===== src/core/acc_pkg.sv =====
// shared constants and types for the conversion control block
package acc_pkg;
   // ****************************************
   // register byte addresses
   // ****************************************
   localparam logic [7:0] ADDR_RESULT_LOW = 8'h00;
   localparam logic [7:0] ADDR_RESULT_HIGH = 8'h04;
   localparam logic [7:0] ADDR_CTRL_STATUS_A = 8'h08;
   localparam logic [7:0] ADDR_CTRL_STATUS_B = 8'h0C;
   localparam logic [7:0] ADDR_INPUT_DIS_0 = 8'h10;
   localparam logic [7:0] ADDR_INPUT_DIS_1 = 8'h14;
   localparam logic [7:0] ADDR_CHANNEL_SEL = 8'h18;
   // ****************************************
   // field positions
   // ****************************************
   localparam int BIT_ENABLE = 7;
   localparam int BIT_START = 6;
   localparam int BIT_AUTO = 5;
   localparam int BIT_DONE = 4;
   localparam int BIT_IRQ_EN = 3;
   localparam int BIT_LEFT_ADJ = 3;
   localparam logic [7:0] INPUT_DIS_1_MASK = 8'h0F;
   localparam logic [7:0] CTRL_B_MASK = 8'h0F;
   // ****************************************
   // reset values and timing
   // ****************************************
   localparam logic [7:0] RESET_BYTE = 8'h00;
   localparam logic [4:0] FIRST_CONV_CYCLES = 5'd26;
   localparam logic [4:0] NORMAL_CONV_CYCLES = 5'd15;
   localparam logic [1:0] AXI_OKAY = 2'b00;
   localparam logic [1:0] AXI_SLVERR = 2'b10;
   typedef enum logic [1:0]
   {
      ACC_IDLE = 2'b00,
      ACC_CONV = 2'b01
   } acc_state_t;
   // ****************************************
   // state record
   // ****************************************
   typedef struct packed
   {
      acc_state_t state;
      logic [7:0] ctrl_a;
      logic [3:0] ctrl_b;
      logic [7:0] dis0;
      logic [3:0] dis1;
      logic [5:0] chan;
      logic [5:0] chan_act;
      logic [9:0] result;
      logic locked;
      logic [9:0] held;
      logic initialized;
      logic [6:0] presc;
      logic [4:0] cyc;
      logic trig_prev;
      logic [7:0] trig_s1;
      logic [7:0] trig_s2;
      logic [7:0] trig_s3;
      logic [9:0] samp_s1;
      logic [9:0] samp_s2;
      logic [9:0] samp_s3;
      logic aw_got;
      logic w_got;
      logic [7:0] aw_addr;
      logic [7:0] w_data;
      logic w_strb0;
      logic bvalid;
      logic [1:0] bresp;
      logic rvalid;
      logic [31:0] rdata;
      logic [1:0] rresp;
   } acc_state_rec_t;
endpackage


===== src/core/acc_top.sv =====
// conversion control, result readout and input disable logic
// Function
// - reading low result byte freezes both bytes until high byte read
// - result right adjusted when left adjust clear, left when set
// - left adjust change rearranges result view immediately
// - enable on powers converter; clearing aborts running conversion
// - start write begins conversion; free running restarts on its own
// - first conversion after enable takes 26 clocks, later ones 15
// - start bit reads one while busy; writing zero does nothing
// - auto trigger starts conversion on rising edge of selected flag
// - done flag set on completion; cleared by vector ack or write one
// - irq when done flag, irq enable and global enable all set
// - divisor codes 0..7 give 2,2,4,8,16,32,64,128
// - trigger field selects source; ignored with auto trigger off
// - switching from a clear to a set source counts as rising edge
// - selecting free running mode itself makes no trigger event
// - input disable bits force matching port input bits to zero
// - upper bits of disable 1 read zero; reserved bits written zero
// - channel select change waits until conversion completes
// - differential results two's complement, single ended unsigned
`timescale 1ns/1ps
module acc_top
   import acc_pkg::*;
(
   input wire logic i_ref_clk,
   input wire logic i_sys_rst,
   input wire logic [7:0] i_awaddr,
   input wire logic i_awvalid,
   output logic o_awready,
   input wire logic [31:0] i_wdata,
   input wire logic [3:0] i_wstrb,
   input wire logic i_wvalid,
   output logic o_wready,
   output logic o_bvalid,
   output logic [1:0] o_bresp,
   input wire logic i_bready,
   input wire logic [7:0] i_araddr,
   input wire logic i_arvalid,
   output logic o_arready,
   output logic o_rvalid,
   output logic [31:0] o_rdata,
   output logic [1:0] o_rresp,
   input wire logic i_rready,
   input wire logic i_global_irq_en,
   input wire logic i_irq_ack,
   input wire logic [7:0] i_trig_flags,
   input wire logic [9:0] i_sample,
   input wire logic [11:0] i_pin_raw,
   output logic [11:0] o_port_input_bit,
   output logic [11:0] o_pin_input_disable_bit,
   output logic [5:0] o_channel_active,
   output logic o_converting,
   output logic o_conv_clk_tick,
   output logic o_irq
);
   acc_state_rec_t s_r;
   acc_state_rec_t s_nxt;
   logic [7:0] div_mask;
   logic tick;
   logic trig_now;
   logic trig_edge;
   logic start_req;
   logic done_evt;
   logic wr_fire;
   logic rd_fire;
   logic [7:0] low_view;
   logic [7:0] high_view;
   logic [9:0] shown;
   logic [11:0] pin_s1_r;
   logic [11:0] pin_s2_r;
   logic [11:0] pin_s3_r;
   logic [11:0] pin_q_r;

   // ****************************************
   // prescaler and result view
   // ****************************************
   always_comb
   begin
      case (s_r.ctrl_a[2:0])
         3'h0: div_mask = 8'h01;
         3'h1: div_mask = 8'h01;
         3'h2: div_mask = 8'h03;
         3'h3: div_mask = 8'h07;
         3'h4: div_mask = 8'h0F;
         3'h5: div_mask = 8'h1F;
         3'h6: div_mask = 8'h3F;
         default: div_mask = 8'h7F;
      endcase
   end
   assign tick = ({1'b0, s_r.presc} & div_mask) == div_mask;
   assign shown = s_r.locked ? s_r.held : s_r.result;
   always_comb
   begin
      if (s_r.ctrl_b[BIT_LEFT_ADJ])
      begin
         high_view = shown[9:2];
         low_view = {shown[1:0], 6'h00};
      end
      else
      begin
         high_view = {6'h00, shown[9:8]};
         low_view = shown[7:0];
      end
   end

   // ****************************************
   // trigger selection
   // ****************************************
   always_comb
   begin
      // selected flag level, source 0 unused
      trig_now = s_r.trig_s3[s_r.ctrl_b[2:0]] & s_r.trig_s2[s_r.ctrl_b[2:0]];
      if (s_r.ctrl_b[2:0] == 3'h0)
      begin
         trig_now = 1'b0;
      end
   end
   // rising edge, none from free running select
   assign trig_edge = trig_now & ~s_r.trig_prev & s_r.ctrl_a[BIT_AUTO];

   assign wr_fire = s_r.aw_got & s_r.w_got & ~s_r.bvalid;
   assign rd_fire = i_arvalid & ~s_r.rvalid;
   assign done_evt = (s_r.state == ACC_CONV) & tick & (s_r.cyc == 5'd1)
      & s_r.ctrl_a[BIT_ENABLE];

   // ****************************************
   // next state
   // ****************************************
   always_comb
   begin
      s_nxt = s_r;
      start_req = 1'b0;
      s_nxt.trig_s1 = i_trig_flags;
      s_nxt.trig_s2 = s_r.trig_s1;
      s_nxt.trig_s3 = s_r.trig_s2;
      s_nxt.samp_s1 = i_sample;
      s_nxt.samp_s2 = s_r.samp_s1;
      s_nxt.samp_s3 = s_r.samp_s2;
      s_nxt.trig_prev = trig_now;
      s_nxt.presc = s_r.presc + 7'd1;
      // bus handshakes
      if (i_awvalid && !s_r.aw_got)
      begin
         s_nxt.aw_got = 1'b1;
         s_nxt.aw_addr = i_awaddr;
      end
      if (i_wvalid && !s_r.w_got)
      begin
         s_nxt.w_got = 1'b1;
         s_nxt.w_data = i_wdata[7:0];
         s_nxt.w_strb0 = i_wstrb[0];
      end
      if (s_r.bvalid && i_bready)
      begin
         s_nxt.bvalid = 1'b0;
      end
      if (s_r.rvalid && i_rready)
      begin
         s_nxt.rvalid = 1'b0;
      end
      // reads
      if (rd_fire)
      begin
         s_nxt.rvalid = 1'b1;
         s_nxt.rresp = AXI_OKAY;
         s_nxt.rdata = 32'h0000_0000;
         case (i_araddr)
            ADDR_RESULT_LOW:
            begin
               s_nxt.rdata[7:0] = low_view;
               s_nxt.locked = 1'b1;
               s_nxt.held = shown;
            end
            ADDR_RESULT_HIGH:
            begin
               s_nxt.rdata[7:0] = high_view;
               s_nxt.locked = 1'b0;
            end
            ADDR_CTRL_STATUS_A:
            begin
               s_nxt.rdata[7:0] = s_r.ctrl_a;
               s_nxt.rdata[BIT_START] = s_r.state == ACC_CONV;
            end
            ADDR_CTRL_STATUS_B: s_nxt.rdata[3:0] = s_r.ctrl_b;
            ADDR_INPUT_DIS_0: s_nxt.rdata[7:0] = s_r.dis0;
            ADDR_INPUT_DIS_1: s_nxt.rdata[3:0] = s_r.dis1;
            ADDR_CHANNEL_SEL: s_nxt.rdata[5:0] = s_r.chan;
            default: s_nxt.rresp = AXI_SLVERR;
         endcase
      end
      // writes
      if (wr_fire)
      begin
         s_nxt.aw_got = 1'b0;
         s_nxt.w_got = 1'b0;
         s_nxt.bvalid = 1'b1;
         s_nxt.bresp = AXI_OKAY;
         if (s_r.w_strb0)
         begin
            case (s_r.aw_addr)
               ADDR_CTRL_STATUS_A:
               begin
                  s_nxt.ctrl_a = s_r.w_data;
                  s_nxt.ctrl_a[BIT_START] = 1'b0;
                  s_nxt.ctrl_a[BIT_DONE] = s_r.ctrl_a[BIT_DONE]
                     & ~s_r.w_data[BIT_DONE];
                  start_req = s_r.w_data[BIT_START] & s_r.w_data[BIT_ENABLE];
                  if (!s_r.ctrl_a[BIT_ENABLE])
                  begin
                     s_nxt.initialized = 1'b0;
                  end
               end
               ADDR_CTRL_STATUS_B:
               begin
                  s_nxt.ctrl_b = s_r.w_data[3:0] & CTRL_B_MASK[3:0];
               end
               ADDR_INPUT_DIS_0: s_nxt.dis0 = s_r.w_data;
               ADDR_INPUT_DIS_1:
               begin
                  s_nxt.dis1 = s_r.w_data[3:0] & INPUT_DIS_1_MASK[3:0];
               end
               ADDR_CHANNEL_SEL: s_nxt.chan = s_r.w_data[5:0];
               ADDR_RESULT_LOW, ADDR_RESULT_HIGH: s_nxt.bresp = AXI_OKAY;
               default: s_nxt.bresp = AXI_SLVERR;
            endcase
         end
         else if (s_r.aw_addr > ADDR_CHANNEL_SEL || s_r.aw_addr[1:0] != 2'b00)
         begin
            s_nxt.bresp = AXI_SLVERR;
         end
      end
      if (i_irq_ack)
      begin
         s_nxt.ctrl_a[BIT_DONE] = 1'b0;
      end
      case (s_r.state)
         ACC_IDLE:
         begin
            if ((start_req || trig_edge) && s_nxt.ctrl_a[BIT_ENABLE])
            begin
               s_nxt.state = ACC_CONV;
               s_nxt.presc = 7'd0;
               s_nxt.cyc = s_r.initialized ? NORMAL_CONV_CYCLES : FIRST_CONV_CYCLES;
               s_nxt.initialized = 1'b1;
               s_nxt.chan_act = s_r.chan;
            end
         end
         ACC_CONV:
         begin
            if (!s_nxt.ctrl_a[BIT_ENABLE])
            begin
               s_nxt.state = ACC_IDLE;
               s_nxt.initialized = 1'b0;
            end
            else if (done_evt)
            begin
               s_nxt.ctrl_a[BIT_DONE] = 1'b1;
               // result taken as delivered by the core
               s_nxt.result = s_r.samp_s3;
               // new channel takes effect at completion
               s_nxt.chan_act = s_r.chan;
               if (s_nxt.ctrl_a[BIT_AUTO] && s_r.ctrl_b[2:0] == 3'h0)
               begin
                  s_nxt.cyc = NORMAL_CONV_CYCLES;
                  s_nxt.presc = 7'd0;
               end
               else
               begin
                  s_nxt.state = ACC_IDLE;
               end
            end
            else if (tick)
            begin
               s_nxt.cyc = s_r.cyc - 5'd1;
            end
         end
         default: s_nxt.state = ACC_IDLE;
      endcase
      if (!s_nxt.ctrl_a[BIT_ENABLE])
      begin
         s_nxt.initialized = 1'b0;
      end
   end

   always_ff @(posedge i_ref_clk)
   begin
      if (i_sys_rst)
      begin
         s_r <= '0;
      end
      else
      begin
         s_r <= s_nxt;
      end
   end

   // ****************************************
   // pin input buffers
   // ****************************************
   always_ff @(posedge i_ref_clk)
   begin
      if (i_sys_rst)
      begin
         pin_s1_r <= 12'h000;
         pin_s2_r <= 12'h000;
         pin_s3_r <= 12'h000;
         pin_q_r <= 12'h000;
      end
      else
      begin
         pin_s1_r <= i_pin_raw;
         pin_s2_r <= pin_s1_r;
         pin_s3_r <= pin_s2_r;
         pin_q_r <= (pin_s2_r & pin_s3_r) | (pin_q_r & (pin_s2_r | pin_s3_r));
      end
   end
   assign o_port_input_bit = pin_q_r & ~{s_r.dis1, s_r.dis0};
   assign o_pin_input_disable_bit = {s_r.dis1, s_r.dis0};

   assign o_awready = ~s_r.aw_got;
   assign o_wready = ~s_r.w_got;
   assign o_bvalid = s_r.bvalid;
   assign o_bresp = s_r.bresp;
   assign o_arready = ~s_r.rvalid;
   assign o_rvalid = s_r.rvalid;
   assign o_rdata = s_r.rdata;
   assign o_rresp = s_r.rresp;
   assign o_channel_active = s_r.chan_act;
   assign o_converting = s_r.state == ACC_CONV;
   assign o_conv_clk_tick = tick;
   assign o_irq = s_r.ctrl_a[BIT_DONE] & s_r.ctrl_a[BIT_IRQ_EN] & i_global_irq_en;
endmodule


===== config.mk =====
export PLATFORM = sky130hd
export DESIGN_NAME = acc_top
export DESIGN_NICKNAME = d
export VERILOG_FILES = /design/src/core/acc_pkg.sv /design/src/core/acc_top.sv
export SDC_FILE = /design/constraint.sdc
export NUM_CORES = 1
export LEC_CHECK = 0
export BUFFER_PORTS_ARGS = -buffer_cell sky130_fd_sc_hd__clkbuf_2
export CAP_MARGIN = 20
export CORE_MARGIN = 1
export CORE_UTILIZATION = 57
export CTS_BUF_LIST = sky130_fd_sc_hd__clkbuf_2
export DETAILED_ROUTE_END_ITERATION = 6
export PLACE_DENSITY = 0.82
export SLEW_MARGIN = 20
export SYNTH_ARGS = -nofsm -noshare
export SYNTH_HDL_FRONTEND = slang
export SYNTH_SLANG_ARGS = --single-unit

===== constraint.sdc =====
create_clock -name i_ref_clk -period 2.85 [get_ports i_ref_clk]
set_clock_uncertainty 0.1 [all_clocks]
set_input_delay 0.57 -clock i_ref_clk [delete_from_list [all_inputs] [get_ports i_ref_clk]]
set_output_delay 0.57 -clock i_ref_clk [all_outputs]
set_load 0.005 [all_outputs]

==> flow_summary.toml <==
[place]
dpl_cell_area_mm2 = 0.00852
place_congestion = 0.856
detailed_place_hpwl_mm = 11.0
portBuffers = 110

[cells_and_area]
antenna-diode-count = 0
drive_gt1_share_pct = 22.5
syn_to_final_growth_pct = 16.8
finish.instance_area_mm2 = 0.00950
final_cell_mix = "sky130_fd_sc_hd__dfxtp_1, sky130_fd_sc_hd__clkbuf_2, sky130_fd_sc_hd__nor2b_1"
design.final.nets = 1088
commonest_non_fill_non_tap_cell_in_the_layout = "sky130_fd_sc_hd__dfxtp_1"

[sta]
drv_slew = 0
holdWs_ns = 0.176
worst_slew_margin_rel_pct = 47.2
setup_viol_count_final = 0
max_freq_mhz = 369
min_period_over_period_pct = 95.1
rsz0062_at_grt = "no"
timing.final.crit_period_ns = 2.71
hold_viol_final = 0
max_slew.worst_pin.slew_ns = 0.786
setup-tns-final_ns = 0

[pwr]
report.power.total_mw = 5.09
power.ir.vdd_worst_mv = 0.342
power_density_mw_per_mm2 = 536
leakage_dissipation_nw = 3.91

[run_status]
run_status = "complete, no violations"

[floorplanning]
top_level_ports = 165
std_cell_rows = 43
design.die.area_mm2 = 0.0148
core_area_mm2 = 0.0139
die_x_um = 121
die_height_um = 121
initial_standard_cell_utilization_of_the_core_pct = 58.6

[route]
vias_per_cell = 5.14
drcViolationCount = 0
drt-initial-drc-count = 356
routed_wirelength_mm = 17.2
routed_length_per_instance_um = 14.3
vias = 6204
iteration_count_of_the_initial_detailed_routing_pass = 5
drt.antenna.violating_nets = 0

[clocking]
postCtsSetupRepairBufs = 0
clock-sinks = 201
ctsLongestPathBuffers = 3
root_buffer = "sky130_fd_sc_hd__clkbuf_2"
path_clk_slew_ns = 0.12
cts_tree = "done"
clock_insertion_delay_worst_skew_ns = 0.79
tritoncts.num_buffers = 48
cts_htree_levels = 2

[global_routing]
grt_first_pass_wirelength_mm = 27.5
grt_remaining_overflow = 0
antenna_violations_before_repair = 0
globalRouteTotalUtil_pct = 23.8
grt_max_degree = 83
grt_pass1_vias = 5853

[logic_synthesis]
synth_area_leader_cell = "sky130_fd_sc_hd__dfxtp_1"
synth_area_leaders = "sky130_fd_sc_hd__dfxtp_1, sky130_fd_sc_hd__mux2i_1, sky130_fd_sc_hd__nor2b_1"
synth_flop_cell = "sky130_fd_sc_hd__dfxtp_1"
synth.lib_cells_used.distinct = 65
yosys.area.top_type_share_pct = 49.5
synthesis.area_per_instance_um2 = 9.72
synthArstFlopShare_pct = 0
synthCells = 837
ys_seq_area_share_pct = 49.5
netlist_area_mm2 = 0.00813
synth.yosys.warnings = 0
yosys_register_bits = 201
number_of_synthesized_flops_with_an_enable_pin = 0

[setup_path]
crit_path_end_kind = "primary output"
critPathMaxStageDelay_ns = 0.38
cp_slowest_cell = "sky130_fd_sc_hd__dfxtp_2"
critical_path_required_ns = 2.18
crit_path_cell_trace = "nand2_1, a211o_1, o22a_2, inv_2, clkbuf_2"
crit_type = "flip-flop to primary output"
worst-path-max-fanout = 5
timing.critical_path.arrival_ns = 2.04
crit_path_start_kind = "flip-flop"

[run]
max_cap_viol_count = 0

[worst_hold_path]
worst_hold_path_type = "input port to flip-flop"
report_power, final:
| part | internal, mW | leakage (nW) | switching, mW |
|---|---|---|---|
| clock | 0.736 | 0.328 | 1.09 |
| combinational | 0.167 | 1.94 | 0.169 |
| sequential | 2.89 | 1.64 | 0.0500 |
| total | 3.79 | 3.91 | 1.30 |
cells in the mapped netlist, types with 4 or more instances:
cell and instances:
sky130_fd_sc_hd__a211oi_1 8, sky130_fd_sc_hd__a21oi_1 36, sky130_fd_sc_hd__a221oi_1 5, sky130_fd_sc_hd__a311oi_1 5
sky130_fd_sc_hd__buf_4 55, sky130_fd_sc_hd__clkbuf_1 33, sky130_fd_sc_hd__dfxtp_1 201, sky130_fd_sc_hd__inv_1 14
sky130_fd_sc_hd__mux2_2 8, sky130_fd_sc_hd__mux2i_1 70, sky130_fd_sc_hd__mux4_2 4, sky130_fd_sc_hd__nand2_1 65
sky130_fd_sc_hd__nand2b_1 7, sky130_fd_sc_hd__nand3_1 11, sky130_fd_sc_hd__nand4_1 5, sky130_fd_sc_hd__nand4b_1 4
sky130_fd_sc_hd__nor2_1 89, sky130_fd_sc_hd__nor2b_1 107, sky130_fd_sc_hd__nor3_1 13, sky130_fd_sc_hd__o21ai_0 27
sky130_fd_sc_hd__xnor2_1 5
kinds of logic (layout without fill, tap and decap cells):
logic type | Yosys count | count (layout) | synth area share (%)
other cells | 1 | 26 | 0.0461
fa+ha+maj | 3 | 3 | 0.462
simple gates | 325 | 325 | 21.3
flops | 201 | 201 | 49.5
xor+xnor | 8 | 8 | 0.861
mux | 83 | 83 | 11.1
buf+inv | 108 | 274 | 7.83
compound gates | 108 | 108 | 8.94
routing by layer:
layer  GRT usage [%]  part of all wire, %  wire length, µm
met5               0                    0                0
met4            12.2                  2.9              498
met3            6.34                  6.8             1170
met2            38.1                   46             8000
met1            29.3                   44             7580
repair_timing:
item | in CTS | in global routing
hold buffers | 55 | 0
setup endpoints to repair | 1 | 1
cloned | 0 | 0
endpoints found under the hold margin | 54 | 0
gates resized for setup | 2 | 3
worst max-delay path: cells and delay by family, from the launching register on:
family          cells  cell delay, ns
compound gates      2            0.56
flops               1            0.38
buf+inv             2            0.24
simple gates        1            0.06
metrics by stage:
stage                     utilization [%]  setup slack, ns  instances
after floorplan                         -            0.581        862
after global placement               61.4            0.364       1069
after detailed placement             61.4            0.343       1069
after CTS                            68.4           0.0177       1208
after global routing                 68.5          0.00305       1208
final                                68.5            0.140       1208
worst paths after layout:
| kind | from | end | slack (ns) | cells after the start |
|---|---|---|---|---|
| min | i_araddr[2] | s_r[135]$_SDFFE_PP0P_ | 0.18 | 2 |
| max reg2reg | s_r[50]$_SDFFE_PP0P_ | s_r[142]$_SDFFE_PP0P_ | 0.32 | 7 |
| min reg2reg | s_nxt[66]$_SDFF_PP0_ | s_r[66]$_SDFF_PP0_ | 0.34 | 1 |
| max | s_r[121]$_SDFF_PP0_ | o_conv_clk_tick | 0.14 | 5 |
flip-flops by register name (all words and copies together) (netlist names):
register and cells:
o_bresp 1, o_bvalid 1, o_channel_active 6, o_pin_input_disable_bit 12, o_rdata 8, o_rresp 1, o_rvalid 1, pin_q_r 12
pin_s1_r 12, pin_s2_r 12, pin_s3_r 12, s_nxt 34, s_r 89
layout make-up:
type                    instances  area (µm²)
clock buffers                  69         345
clock inverters                15        83.8
fillers                      1089        4380
inverters                      14        52.6
multi-input cells             553        3570
flip-flops and latches        201        4030
well taps                     180         225
repair buffers                176        1200
Power figures use the tool's default switching activity.
